### src/rtl/swp_pkg.sv
// constants, register map and carrier types for the standby wake and power control block
// assumes a single 50 MHz clock and an 8-bit runtime register port from the host bus decoder
package swp_pkg;

  // ---------------------------------------------------------------
  // clock rates and derived counts
  // ---------------------------------------------------------------
  localparam int unsigned CLK_HZ       = 50000000;
  localparam int unsigned SLOW_CLK_HZ  = 32768;
  // internal slow tick divider, rounded down so the tick is never slower than nominal
  localparam int unsigned SLOW_DIV     = CLK_HZ / SLOW_CLK_HZ;
  localparam int unsigned BLINK_TICKS  = 16384;    // half a blink period in slow ticks
  localparam int unsigned KEY_LOW_TICKS = 4;       // held-low length that counts as the wake key

  // ---------------------------------------------------------------
  // wake source numbering
  // ---------------------------------------------------------------
  localparam int unsigned GPIO_WAKE_N  = 8;        // bit 0 of the group is gpio_43
  localparam int unsigned SRC_RING1    = 0;
  localparam int unsigned SRC_RING2    = 1;
  localparam int unsigned SRC_KBD      = 2;
  localparam int unsigned SRC_MOUSE    = 3;
  localparam int unsigned SRC_KEY      = 4;
  localparam int unsigned SRC_TACH0    = 5;
  localparam int unsigned SRC_TACH1    = 6;
  localparam int unsigned SRC_GPIO     = 7;
  localparam int unsigned WAKE_N       = SRC_GPIO + GPIO_WAKE_N;

  // ---------------------------------------------------------------
  // runtime register offsets
  // ---------------------------------------------------------------
  localparam logic [7:0] OFS_WAKE_STS_LO = 8'h00;
  localparam logic [7:0] OFS_WAKE_STS_HI = 8'h01;
  localparam logic [7:0] OFS_WAKE_EN_LO  = 8'h02;
  localparam logic [7:0] OFS_WAKE_EN_HI  = 8'h03;
  localparam logic [7:0] OFS_GPIO43_CTL  = 8'h04;
  localparam logic [7:0] OFS_FAN_CTL     = 8'h05;
  localparam logic [7:0] OFS_LED_CTL     = 8'h06;
  localparam logic [7:0] OFS_IR_CTL      = 8'h07;
  localparam logic [7:0] OFS_CLOCK_DETECT = 8'hf0;

  // ---------------------------------------------------------------
  // field positions and reset values
  // ---------------------------------------------------------------
  localparam int unsigned G43_DIR   = 0;   // 1 = output
  localparam int unsigned G43_INV   = 1;
  localparam int unsigned G43_OD    = 2;   // 1 = open drain
  localparam int unsigned G43_ALT   = 3;   // 1 = alternate function
  localparam int unsigned G43_OUT   = 4;
  localparam int unsigned IR_ACT    = 0;   // second serial port activate
  localparam int unsigned IR_HDTO   = 1;   // half-duplex timeout enable
  localparam int unsigned CLK_ABSENT = 0;  // ext_slow_clock_absent

  localparam logic [7:0] RST_WAKE_EN  = 8'h00;
  localparam logic [7:0] RST_GPIO43   = 8'h00;
  localparam logic [3:0] RST_FAN      = 4'h3;  // both pins output, both low
  localparam logic [3:0] RST_LED      = 4'h0;
  localparam logic [1:0] RST_IR       = 2'h0;
  localparam logic       RST_CLK_ABSENT = 1'b0;

  // led modes
  typedef enum logic [1:0] {LED_OFF, LED_BLINK, LED_ON, LED_OFF2} swp_led_e;

  // register request carrier
  typedef struct packed {
    logic [7:0] addr;
    logic       wr;
    logic       rd;
    logic [7:0] wdata;
  } swp_reg_req_s;

endpackage

### src/rtl/swp_standby_ctrl.sv
// standby-domain wake, pin hold and slow clock control
// assumes reset is the standby power-on reset; main reset and bus reset come from same-clock logic
// What this block does
// - with or without main supply: wake detection runs, enabled events pull wake_event_out low.
// - wake sources: both rings, keyboard, mouse, key detector, both tachs, wake GPIOs.
// - main-supply wake pins are input-only while main supply is absent.
// - fan control pins come up driven low after main reset or bus reset.
// - gpio_53_tx_alt comes up low after any reset, never a wake input.
// - gpio_43 drops alternate function without main supply, keeps its other settings.
// - IR pins low without main; after main reset low until port activated.
// - LED pins keep standby control and blinking.
// - wake, runtime registers except the gpio_43 alternate bit, key, LED, tach logic keep state over main loss.
// - clock_detect_reg at 0xF0 bit 0, reset only by standby reset.
// - ext_slow_clock_absent 0 means external clock, 1 means grounded.
// - slow logic uses external clock, or internal divider when absent.
// - without external clock, tach, key and blink need main supply.
// - a nominal 32.768 kHz tick drives tach, blink and key logic.
// - register accesses are ignored while main_supply_good is inactive.
// - standby pins keep working while main_supply_good is inactive.
// - inactive main_supply_good disables the IR half-duplex timeout.
// - pins without standby input paths take no part in wake.
// - the wake output pin stays operational on standby supply.
// - standby reset initialises IR, wake registers and wake logic.
`timescale 1ns/1ps
module swp_standby_ctrl import swp_pkg::*; (
  // clock and resets
  input  wire logic                   clk,
  input  wire logic                   reset,
  input  wire logic                   mainPorReset,
  input  wire logic                   busReset,
  // supply and slow clock pins
  input  wire logic                   mainSupplyGood,
  input  wire logic                   slowClockIn,
  // wake input pins
  input  wire logic                   ringIndicateOneN,
  input  wire logic                   ringIndicateTwoN,
  input  wire logic                   kbdSerialData,
  input  wire logic                   mouseSerialData,
  input  wire logic [1:0]             fanTach,
  input  wire logic [GPIO_WAKE_N-1:0] gpioWakeIn,
  // register port
  input  wire swp_reg_req_s           regReq,
  output logic      [7:0]             regRdData,
  output logic                        regAck,
  // wake output, open drain
  output logic                        wakeEventOutO,
  output logic                        wakeEventOutOe,
  // gpio_43 pad
  input  wire logic                   gpio43AltIn,
  output logic                        gpio43O,
  output logic                        gpio43Oe,
  // fan control pads
  output logic      [1:0]             fanCtlO,
  output logic      [1:0]             fanCtlOe,
  // IR transmit pads and serial port side
  input  wire logic                   secondPortTx,
  output logic                        irTransmitOut,
  output logic                        gpio53TxAlt,
  output logic                        irHalfDuplexTimeoutEn,
  // indicator pads
  output logic                        indicatorOne,
  output logic                        indicatorTwo
);

  localparam int unsigned SYNC_N = 7 + GPIO_WAKE_N;

  // ---------------------------------------------------------------
  // pin synchronisers
  // ---------------------------------------------------------------
  logic [SYNC_N-1:0] rawPins;
  logic [SYNC_N-1:0] syncA_reg;
  logic [SYNC_N-1:0] syncB_reg;
  logic [SYNC_N-1:0] syncC_reg;

  assign rawPins = {gpioWakeIn, fanTach, mouseSerialData, kbdSerialData,
                    ringIndicateTwoN, ringIndicateOneN, slowClockIn};

  // two flops before use, third only for edge detection
  always_ff @(posedge clk) begin
    if (reset) begin
      syncA_reg <= '1;
      syncB_reg <= '1;
      syncC_reg <= '1;
    end else begin
      syncA_reg <= rawPins;
      syncB_reg <= syncA_reg;
      syncC_reg <= syncB_reg;
    end
  end

  logic       mainSyncA_reg;
  logic       mainGood_reg;

  // main supply good is a supply detector output, not clocked
  always_ff @(posedge clk) begin
    if (reset) begin
      mainSyncA_reg <= 1'b0;
      mainGood_reg  <= 1'b0;
    end else begin
      mainSyncA_reg <= mainSupplyGood;
      mainGood_reg  <= mainSyncA_reg;
    end
  end

  logic                   slowClkSync;
  logic                   ring1N, ring2N, kbdData, mouseData;
  logic [1:0]             tachNow, tachOld;
  logic [GPIO_WAKE_N-1:0] gpioNow, gpioOld;

  assign slowClkSync = syncB_reg[0];
  assign ring1N      = syncB_reg[1];
  assign ring2N      = syncB_reg[2];
  assign kbdData     = syncB_reg[3];
  assign mouseData   = syncB_reg[4];
  assign tachNow     = syncB_reg[6:5];
  assign tachOld     = syncC_reg[6:5];
  assign gpioNow     = syncB_reg[SYNC_N-1:7];
  assign gpioOld     = syncC_reg[SYNC_N-1:7];

  // ---------------------------------------------------------------
  // registers
  // ---------------------------------------------------------------
  logic [7:0]  wakeEnLo_reg, wakeEnHi_reg;
  logic [7:0]  gpio43Ctl_reg;
  logic [3:0]  fanCtl_reg;
  logic [3:0]  ledCtl_reg;
  logic [1:0]  irCtl_reg;
  logic        clkAbsent_reg;
  logic        wrEn, rdEn;
  logic [WAKE_N-1:0] wakeEn, wakeClr, wakeEvt, wakeSts;

  // no decode without main supply, so floating bus pins do nothing
  assign wrEn = regReq.wr && mainGood_reg;
  assign rdEn = regReq.rd && mainGood_reg;
  assign wakeEn = {wakeEnHi_reg[WAKE_N-9:0], wakeEnLo_reg};

  // wake enables, gpio_43 settings and slow clock select: standby reset only
  always_ff @(posedge clk) begin
    if (reset) begin
      wakeEnLo_reg  <= RST_WAKE_EN;
      wakeEnHi_reg  <= RST_WAKE_EN;
      gpio43Ctl_reg <= RST_GPIO43;
      ledCtl_reg    <= RST_LED;
      clkAbsent_reg <= RST_CLK_ABSENT;
    end else begin
      if (wrEn && regReq.addr == OFS_WAKE_EN_LO) begin
        wakeEnLo_reg <= regReq.wdata;
      end
      if (wrEn && regReq.addr == OFS_WAKE_EN_HI) begin
        wakeEnHi_reg <= regReq.wdata;
      end
      if (wrEn && regReq.addr == OFS_GPIO43_CTL) begin
        gpio43Ctl_reg <= regReq.wdata;
      end else if (!mainGood_reg) begin
        gpio43Ctl_reg[G43_ALT] <= 1'b0;
      end
      if (wrEn && regReq.addr == OFS_LED_CTL) begin
        ledCtl_reg <= regReq.wdata[3:0];
      end
      if (wrEn && regReq.addr == OFS_CLOCK_DETECT) begin
        clkAbsent_reg <= regReq.wdata[CLK_ABSENT];
      end
    end
  end

  // fan pins: back to low outputs on main or bus reset
  always_ff @(posedge clk) begin
    if (reset || mainPorReset || busReset) begin
      fanCtl_reg <= RST_FAN;
    end else if (wrEn && regReq.addr == OFS_FAN_CTL) begin
      fanCtl_reg <= regReq.wdata[3:0];
    end
  end

  // IR control: activate cleared by standby and main reset
  always_ff @(posedge clk) begin
    if (reset || mainPorReset) begin
      irCtl_reg <= RST_IR;
    end else if (wrEn && regReq.addr == OFS_IR_CTL) begin
      irCtl_reg <= regReq.wdata[1:0];
    end
  end

  // write-one-to-clear of the wake flags
  always_comb begin
    wakeClr = '0;
    if (wrEn && regReq.addr == OFS_WAKE_STS_LO) begin
      wakeClr[7:0] = regReq.wdata;
    end
    if (wrEn && regReq.addr == OFS_WAKE_STS_HI) begin
      wakeClr[WAKE_N-1:8] = regReq.wdata[WAKE_N-9:0];
    end
  end

  // read data registered, answer one cycle after the request
  always_ff @(posedge clk) begin
    if (reset) begin
      regRdData <= 8'h00;
      regAck    <= 1'b0;
    end else begin
      regAck <= wrEn || rdEn;
      if (rdEn) begin
        case (regReq.addr)
          OFS_WAKE_STS_LO:  regRdData <= wakeSts[7:0];
          OFS_WAKE_STS_HI:  regRdData <= {1'b0, wakeSts[WAKE_N-1:8]};
          OFS_WAKE_EN_LO:   regRdData <= wakeEnLo_reg;
          OFS_WAKE_EN_HI:   regRdData <= wakeEnHi_reg;
          OFS_GPIO43_CTL:   regRdData <= gpio43Ctl_reg;
          OFS_FAN_CTL:      regRdData <= {4'h0, fanCtl_reg};
          OFS_LED_CTL:      regRdData <= {4'h0, ledCtl_reg};
          OFS_IR_CTL:       regRdData <= {6'h00, irCtl_reg};
          OFS_CLOCK_DETECT: regRdData <= {7'h00, clkAbsent_reg};
          default:          regRdData <= 8'h00;
        endcase
      end
    end
  end

  // ---------------------------------------------------------------
  // slow tick and slow-clocked detectors
  // ---------------------------------------------------------------
  logic slowTick;

  swp_slow_tick #(
    .DIV (SLOW_DIV)
  ) u_tick (
    .clk         (clk),
    .reset       (reset),
    .slowClkSync (slowClkSync),
    .extAbsent   (clkAbsent_reg),
    .mainGood    (mainGood_reg),
    .slowTick    (slowTick)
  );

  logic [1:0] tachSeen_reg;
  logic [1:0] tachEvt;
  logic [1:0] tachRise;
  logic [1:0] settleCnt_reg;
  logic       edgeOk;
  logic [2:0] keyLowCnt_reg;
  logic       keyEvt;

  // sync flops reset high, so edges wait until the third flop holds a real pin sample
  always_ff @(posedge clk) begin
    if (reset) begin
      settleCnt_reg <= 2'h0;
    end else if (!edgeOk) begin
      settleCnt_reg <= settleCnt_reg + 2'h1;
    end
  end
  assign edgeOk   = (settleCnt_reg == 2'h3);
  assign tachRise = edgeOk ? (tachNow & ~tachOld) : 2'b00;

  // tach edges are counted only on slow ticks; a rise in the tick cycle is passed on, not lost
  always_ff @(posedge clk) begin
    if (reset) begin
      tachSeen_reg <= 2'b00;
    end else if (slowTick) begin
      tachSeen_reg <= 2'b00;
    end else begin
      tachSeen_reg <= tachSeen_reg | tachRise;
    end
  end
  assign tachEvt = slowTick ? (tachSeen_reg | tachRise) : 2'b00;

  // key detector: keyboard data held low for a run of slow ticks
  always_ff @(posedge clk) begin
    if (reset || kbdData) begin
      keyLowCnt_reg <= 3'h0;
    end else if (slowTick && keyLowCnt_reg != 3'(KEY_LOW_TICKS)) begin
      keyLowCnt_reg <= keyLowCnt_reg + 3'h1;
    end
  end
  assign keyEvt = slowTick && !kbdData && (keyLowCnt_reg == 3'(KEY_LOW_TICKS - 1));

  // ---------------------------------------------------------------
  // wake events and output
  // ---------------------------------------------------------------
  // only pins with standby input paths feed the latch; gpio_53 is not among them
  always_comb begin
    wakeEvt            = '0;
    wakeEvt[SRC_RING1] = !ring1N && syncC_reg[1];
    wakeEvt[SRC_RING2] = !ring2N && syncC_reg[2];
    wakeEvt[SRC_KBD]   = !kbdData && syncC_reg[3];
    wakeEvt[SRC_MOUSE] = !mouseData && syncC_reg[4];
    wakeEvt[SRC_KEY]   = keyEvt;
    wakeEvt[SRC_TACH1:SRC_TACH0] = tachEvt;
    wakeEvt[WAKE_N-1:SRC_GPIO]   = gpioNow ^ gpioOld;
    if (!edgeOk) begin
      wakeEvt = '0;
    end
  end

  swp_wake_latch #(
    .N (WAKE_N)
  ) u_latch (
    .clk    (clk),
    .reset  (reset),
    .event_ (wakeEvt),
    .clear  (wakeClr),
    .status (wakeSts)
  );

  // runs regardless of main supply; pin pulled low while any enabled flag stands
  always_ff @(posedge clk) begin
    if (reset) begin
      wakeEventOutOe <= 1'b0;
    end else begin
      wakeEventOutOe <= |(wakeSts & wakeEn);
    end
  end
  assign wakeEventOutO = 1'b0;

  // ---------------------------------------------------------------
  // pin holds
  // ---------------------------------------------------------------
  logic g43Val;

  // settings other than the alternate bit kept in the register; drive suppressed while main is absent
  always_comb begin
    g43Val = gpio43Ctl_reg[G43_ALT] ? gpio43AltIn : (gpio43Ctl_reg[G43_OUT] ^ gpio43Ctl_reg[G43_INV]);
    gpio43O  = gpio43Ctl_reg[G43_OD] ? 1'b0 : g43Val;
    gpio43Oe = mainGood_reg && gpio43Ctl_reg[G43_DIR]
               && !(gpio43Ctl_reg[G43_OD] && g43Val);
  end

  // fan pins keep their register-set drive and enable even without main, and are never wake sources
  assign fanCtlOe = fanCtl_reg[1:0];
  assign fanCtlO  = fanCtl_reg[3:2];

  // IR pins: low without main or before activation
  always_ff @(posedge clk) begin
    if (reset || mainPorReset || busReset) begin
      gpio53TxAlt   <= 1'b0;
      irTransmitOut <= 1'b0;
    end else begin
      gpio53TxAlt   <= mainGood_reg && irCtl_reg[IR_ACT] && secondPortTx;
      irTransmitOut <= mainGood_reg && irCtl_reg[IR_ACT] && secondPortTx;
    end
  end

  assign irHalfDuplexTimeoutEn = mainGood_reg && irCtl_reg[IR_HDTO];

  // ---------------------------------------------------------------
  // LED blink on slow ticks, kept across main loss
  // ---------------------------------------------------------------
  logic [13:0] blinkCnt_reg;
  logic        blinkPhase_reg;

  always_ff @(posedge clk) begin
    if (reset) begin
      blinkCnt_reg   <= 14'h0000;
      blinkPhase_reg <= 1'b0;
    end else if (slowTick) begin
      if (blinkCnt_reg == 14'(BLINK_TICKS - 1)) begin
        blinkCnt_reg   <= 14'h0000;
        blinkPhase_reg <= !blinkPhase_reg;
      end else begin
        blinkCnt_reg <= blinkCnt_reg + 14'h0001;
      end
    end
  end

  // mode decode per indicator, standby-powered
  always_ff @(posedge clk) begin
    if (reset) begin
      indicatorOne <= 1'b0;
      indicatorTwo <= 1'b0;
    end else begin
      case (swp_led_e'(ledCtl_reg[1:0]))
        LED_BLINK: indicatorOne <= blinkPhase_reg;
        LED_ON:    indicatorOne <= 1'b1;
        default:   indicatorOne <= 1'b0;
      endcase
      case (swp_led_e'(ledCtl_reg[3:2]))
        LED_BLINK: indicatorTwo <= blinkPhase_reg;
        LED_ON:    indicatorTwo <= 1'b1;
        default:   indicatorTwo <= 1'b0;
      endcase
    end
  end

  // the blink and indicator logic above sits on the standby reset alone

endmodule

### src/rtl/swp_slow_tick.sv
// slow clock tick source: external slow clock edges or an internal divider
// assumes the external slow clock arrives already through a two-flop synchroniser
`timescale 1ns/1ps
module swp_slow_tick import swp_pkg::*; #(
  parameter int unsigned DIV = SLOW_DIV
) (
  // clock and reset
  input  wire logic clk,
  input  wire logic reset,
  // controls
  input  wire logic slowClkSync,
  input  wire logic extAbsent,
  input  wire logic mainGood,
  // tick out
  output logic      slowTick
);

  logic        slowClkDly_reg;
  logic [15:0] divCnt_reg;
  logic        intTick;

  // ---------------------------------------------------------------
  // edge detect on the synchronised external clock
  // ---------------------------------------------------------------
  always_ff @(posedge clk) begin
    if (reset) begin
      slowClkDly_reg <= 1'b0;
    end else begin
      slowClkDly_reg <= slowClkSync;
    end
  end

  // internal divider, only alive while the main supply feeds the fast clock
  always_ff @(posedge clk) begin
    if (reset || !mainGood) begin
      divCnt_reg <= 16'h0000;
    end else if (divCnt_reg == 16'(DIV - 1)) begin
      divCnt_reg <= 16'h0000;
    end else begin
      divCnt_reg <= divCnt_reg + 16'h0001;
    end
  end

  assign intTick = mainGood && (divCnt_reg == 16'(DIV - 1));

  // source select; without an external clock the tick stops in standby
  always_comb begin
    if (extAbsent) begin
      slowTick = intTick;
    end else begin
      slowTick = slowClkSync && !slowClkDly_reg;
    end
  end

endmodule

### src/rtl/swp_wake_latch.sv
// sticky wake status flags, one per source
// assumes event and clear inputs come from logic on the same clock
`timescale 1ns/1ps
module swp_wake_latch #(
  parameter int unsigned N = 15
) (
  // clock and reset
  input  wire logic         clk,
  input  wire logic         reset,
  // events and software clears
  input  wire logic [N-1:0] event_,
  input  wire logic [N-1:0] clear,
  // flags
  output logic      [N-1:0] status
);

  // ---------------------------------------------------------------
  // per-source flag; a set in the clearing cycle is kept
  // ---------------------------------------------------------------
  genvar i;
  generate
    for (i = 0; i < N; i++) begin : g_flag
      always_ff @(posedge clk) begin
        if (reset) begin
          status[i] <= 1'b0;
        end else if (event_[i]) begin
          status[i] <= 1'b1;
        end else if (clear[i]) begin
          status[i] <= 1'b0;
        end
      end
    end
  endgenerate

endmodule

### config.mk
export PLATFORM = sky130hd
export DESIGN_NAME = swp_standby_ctrl
export DESIGN_NICKNAME = d
export VERILOG_FILES = /design/src/rtl/swp_pkg.sv /design/src/rtl/swp_standby_ctrl.sv /design/src/rtl/swp_slow_tick.sv /design/src/rtl/swp_wake_latch.sv
export SDC_FILE = /design/constraint.sdc
export NUM_CORES = 1
export LEC_CHECK = 0
export BUFFER_PORTS_ARGS = -buffer_cell sky130_fd_sc_hd__buf_2
export CAP_MARGIN = 0
export CORE_MARGIN = 2
export CORE_UTILIZATION = 60
export CTS_BUF_LIST = sky130_fd_sc_hd__clkbuf_4 sky130_fd_sc_hd__clkbuf_8
export DETAILED_ROUTE_END_ITERATION = 8
export PLACE_DENSITY = 0.81
export SETUP_SLACK_MARGIN = 0.2
export SYNTH_ARGS = -nofsm -noshare
export SYNTH_HDL_FRONTEND = slang
export SYNTH_SLANG_ARGS = --single-unit
export TNS_END_PERCENT = 30
### constraint.sdc
create_clock -name clk -period 3.2 [get_ports clk]
set_input_delay 0 -clock clk [delete_from_list [all_inputs] [get_ports clk]]
set_output_delay 0 -clock clk [all_outputs]
set_load 0.01 [all_outputs]
==> flow_summary.toml <==
[status]
status = "completed"

[placed_design]
io_buffers = 60
gp_congestion = 0.9492
place_ws_ns = 0.5652
dp_hpwl_um = 8824

[clock_network]
clk_latency_ns = 0.44
numCtsBuffers = 17
clk_pin_slew_ns = 0.08
clk_path_buf_depth = 2
cts_resized = 0
ctsRootBufferMaster = "clkbuf_8"
htreeDepth = 4
numClockSinks = 148
cts_tree = "done"

[worst_hold_path]
hold_depth = 4
hold_path.class = "in -> reg"
whs_endpoint = "regRdData[0]"
worstHoldStart = "regReq[17]"

[detailed_routing]
dr.first_iter.drc_count = 355
firstDrtPassIters = 7
drt-total-wl_um = 13160
drcViolationCount = 0
viasPerCell = 5.614
antenna_left = 0
wire_per_inst_um = 15.08
vias = 4901

[worst_setup_path]
arrival_ns = 3.02
slowest_stage = "or4_1"
cpPeakStageDelay_ns = 0.59
cpLargestDelayFamily = "simple AND/OR/NAND/NOR gates"
rr_endpoint = "blinkCnt_reg[12]"
reg2reg_slack_ns = 0.55
crit_type = "reg -> reg"
path_cells = "or4_1, or4_4, o21a_1, or4_1, a21oi_1"
worstSetupStartpointType = "register"
rr_worst_depth = 5
cp_common_cell = "or4_1"
r2r-start = "u_tick.divCnt_reg[14]"
crit_path_end_kind = "register"
critical_path.max_fanout = 22
cp_num_buf_inv = 0
crit_required_ns = 3.57

[floorplan]
die-area_um2 = 10870
die_w_um = 104.2
start_util_pct = 61.69
io_pins = 62
num_rows = 36
die_h_um = 104.2
core_area_um2 = 9774

[global_route]
gr-usage-all-layers_pct = 25.12
grt_busiest_layer = "met2"
grt_overflow = 0
grt_max_degree = 85
grtUsageMet1_pct = 32.30
use_met2_pct = 41.21
grt_use_met3_pct = 5.702
grt_pass1_vias = 4671
grt_first_pass_wirelength_um = 22020
antenna_found_initial = 0

[yosys]
ys_async_sr_fraction_pct = 0
synth_area_um2 = 6030
ys_ff_latch = 148
synth_top_area_cell = "dfxtp_1"
synth_top_area_share_pct = 49.14
synth_most_common_cell = "dfxtp_1"
synth_cells = 638
yosys_warnings = 0
synth-main-ff-cell = "dfxtp_1"
synthTopCellsByCount = "148 x dfxtp_1, 55 x nand2_1, 54 x nor2_1, 41 x or2_2, 33 x a21oi_1"
yosys-top-cells-area = "dfxtp_1 49%, mux2i_1 5.1%, or2_2 4.3%"
ys_types = 53
synth_nets = 689
synth_edf_count = 0
synth-seq-area-share_pct = 49.14
synth.avg_cell_area_um2 = 9.451

[power]
p_leak_nw = 2.567
peakVddDrop_uv = 321.3
power.density_nw_per_um2 = 475.8

[timing]
timing.setup.tns_ns = 0
holdWs_ns = 0.04825
slew_viol_final = 0
finClkSkew_ns = 0.01035
finalCritPeriodShare_pct = 82.85
rsz0062_at_grt = "false"
slew_headroom_pct = 52.97
hold_viol = 0
fmax_ghz = 0.3772
setup_violations = 0
setup_ws_ns = 0.5488
tightest_slew_ns = 0.7054
period_needed_ns = 2.651

[final_layout]
num_antenna_cells = 0
area_growth_pct = 18.14
fill_cells = 714
largest_register_ffs = 16
nNetsFinal = 778
final_layout_size_suffix_gt1_share_pct = 21.08

[job]
drv_cap = 0
==> cell usage in the layout, fill, tap and decap left out, types with 4 or more instances in the layout <==
master / netlist / routed
dfxtp_1: 148 / 148
buf_2: 3 / 60
nand2_1: 55 / 55
nor2_1: 54 / 54
or2_2: 41 / 41
dlygate4sd3_1: 0 / 35
a21oi_1: 33 / 33
nand3_1: 32 / 32
mux2i_1: 31 / 31
o21ai_0: 23 / 23
inv_1: 19 / 19
xor2_1: 18 / 18
clkbuf_8: 0 / 18
nor3_1: 13 / 13
or3_1: 12 / 12
nor2b_1: 11 / 11
ha_1: 11 / 11
a22oi_1: 10 / 10
nand4_1: 9 / 9
buf_4: 2 / 9
or4_1: 8 / 8
a32o_1: 7 / 7
mux4_2: 7 / 7
xnor2_1: 6 / 6
o31ai_1: 5 / 5
inv_6: 0 / 5
and3_1: 4 / 4
and4_1: 4 / 4
==> kinds of logic after synthesis <==
group                      Yosys count  share of synthesized area, %
DFF                                148                         49.14
buffers and inverters               54                         3.673
and+or+nand+nor                    260                         22.58
other                                1                       0.06219
AOI/OAI and AO/OA                  100                         10.65
muxes                               40                         8.134
adders and majority gates           11                         2.283
xor gates and xnor gates            24                         3.486
==> metrics by stage <==
| step | util (%) | cell area (um2) | std cells | total power, W |
|---|---|---|---|---|
| 3_3_place_gp | 65.66 | 6417 | 806 | 0.002111 |
| 6_report | 72.88 | 7123 | 873 | 0.003389 |
| 5_1_grt | 72.88 | 7123 | 873 | 0.003534 |
| 3_5_place_dp | 65.66 | 6417 | 806 | 0.002117 |
| 4_1_cts | 72.88 | 7123 | 873 | 0.003411 |
| 2_1_floorplan | - | 6030 | 638 | 0.002052 |
==> final cells by class <==
class,count,area [um2],area share (%)
flip-flops and latches,148,2963,41.59
multi-input cells,436,2845,39.94
repair buffers,104,718.2,10.08
clock buffers,19,255.2,3.583
well taps,133,166.4,2.336
clock inverters,13,100.1,1.405
inverters,20,75.07,1.054
==> timing repair <==
item | CTS | global route
setup buffers | 0 | 0
hold endpoints to repair | 70 | 0
hold buffers | 35 | 0
==> metal layers <==
| layer | wire [um] | share of wire (%) | vias to the layer above |
|---|---|---|---|
| li1 | - | - | 2425 |
| met1 | 5795 | 44 | 2264 |
| met2 | 6288 | 48 | 189 |
| met3 | 829 | 6.3 | 23 |
| met4 | 250 | 1.9 | 0 |
| met5 | 0 | 0 | - |
==> worst max path at each step <==
stage | start | end | depth (start not counted)
final | u_tick.divCnt_reg[14] | blinkCnt_reg[12] | 5
after global routing | u_tick.divCnt_reg[14] | blinkCnt_reg[8] | 5
after CTS | u_tick.divCnt_reg[14] | blinkCnt_reg[12] | 5
after detailed placement | u_tick.divCnt_reg[14] | blinkCnt_reg[8] | 5
after global placement | u_tick.divCnt_reg[14] | blinkCnt_reg[12] | 5
after floorplan | u_tick.divCnt_reg[14] | blinkCnt_reg[12] | 6
==> worst reg2reg max path, stage by stage, from the launching register on <==
cell and delay [ns]:
dfxtp_1 0.33, or4_1 0.54, or4_4 0.56, o21a_1 0.41, or4_1 0.59, a21oi_1 0.15
==> where the power goes <==
group	internal [W]	leakage [nW]	switching (W)
registers	0.00188	1.20	0.0000200
logic	0.0000960	1.18	0.000112
clock network	0.000575	0.181	0.000708
total	0.00255	2.57	0.000840
No activity file was read; power rests on OpenSTA's default activity.
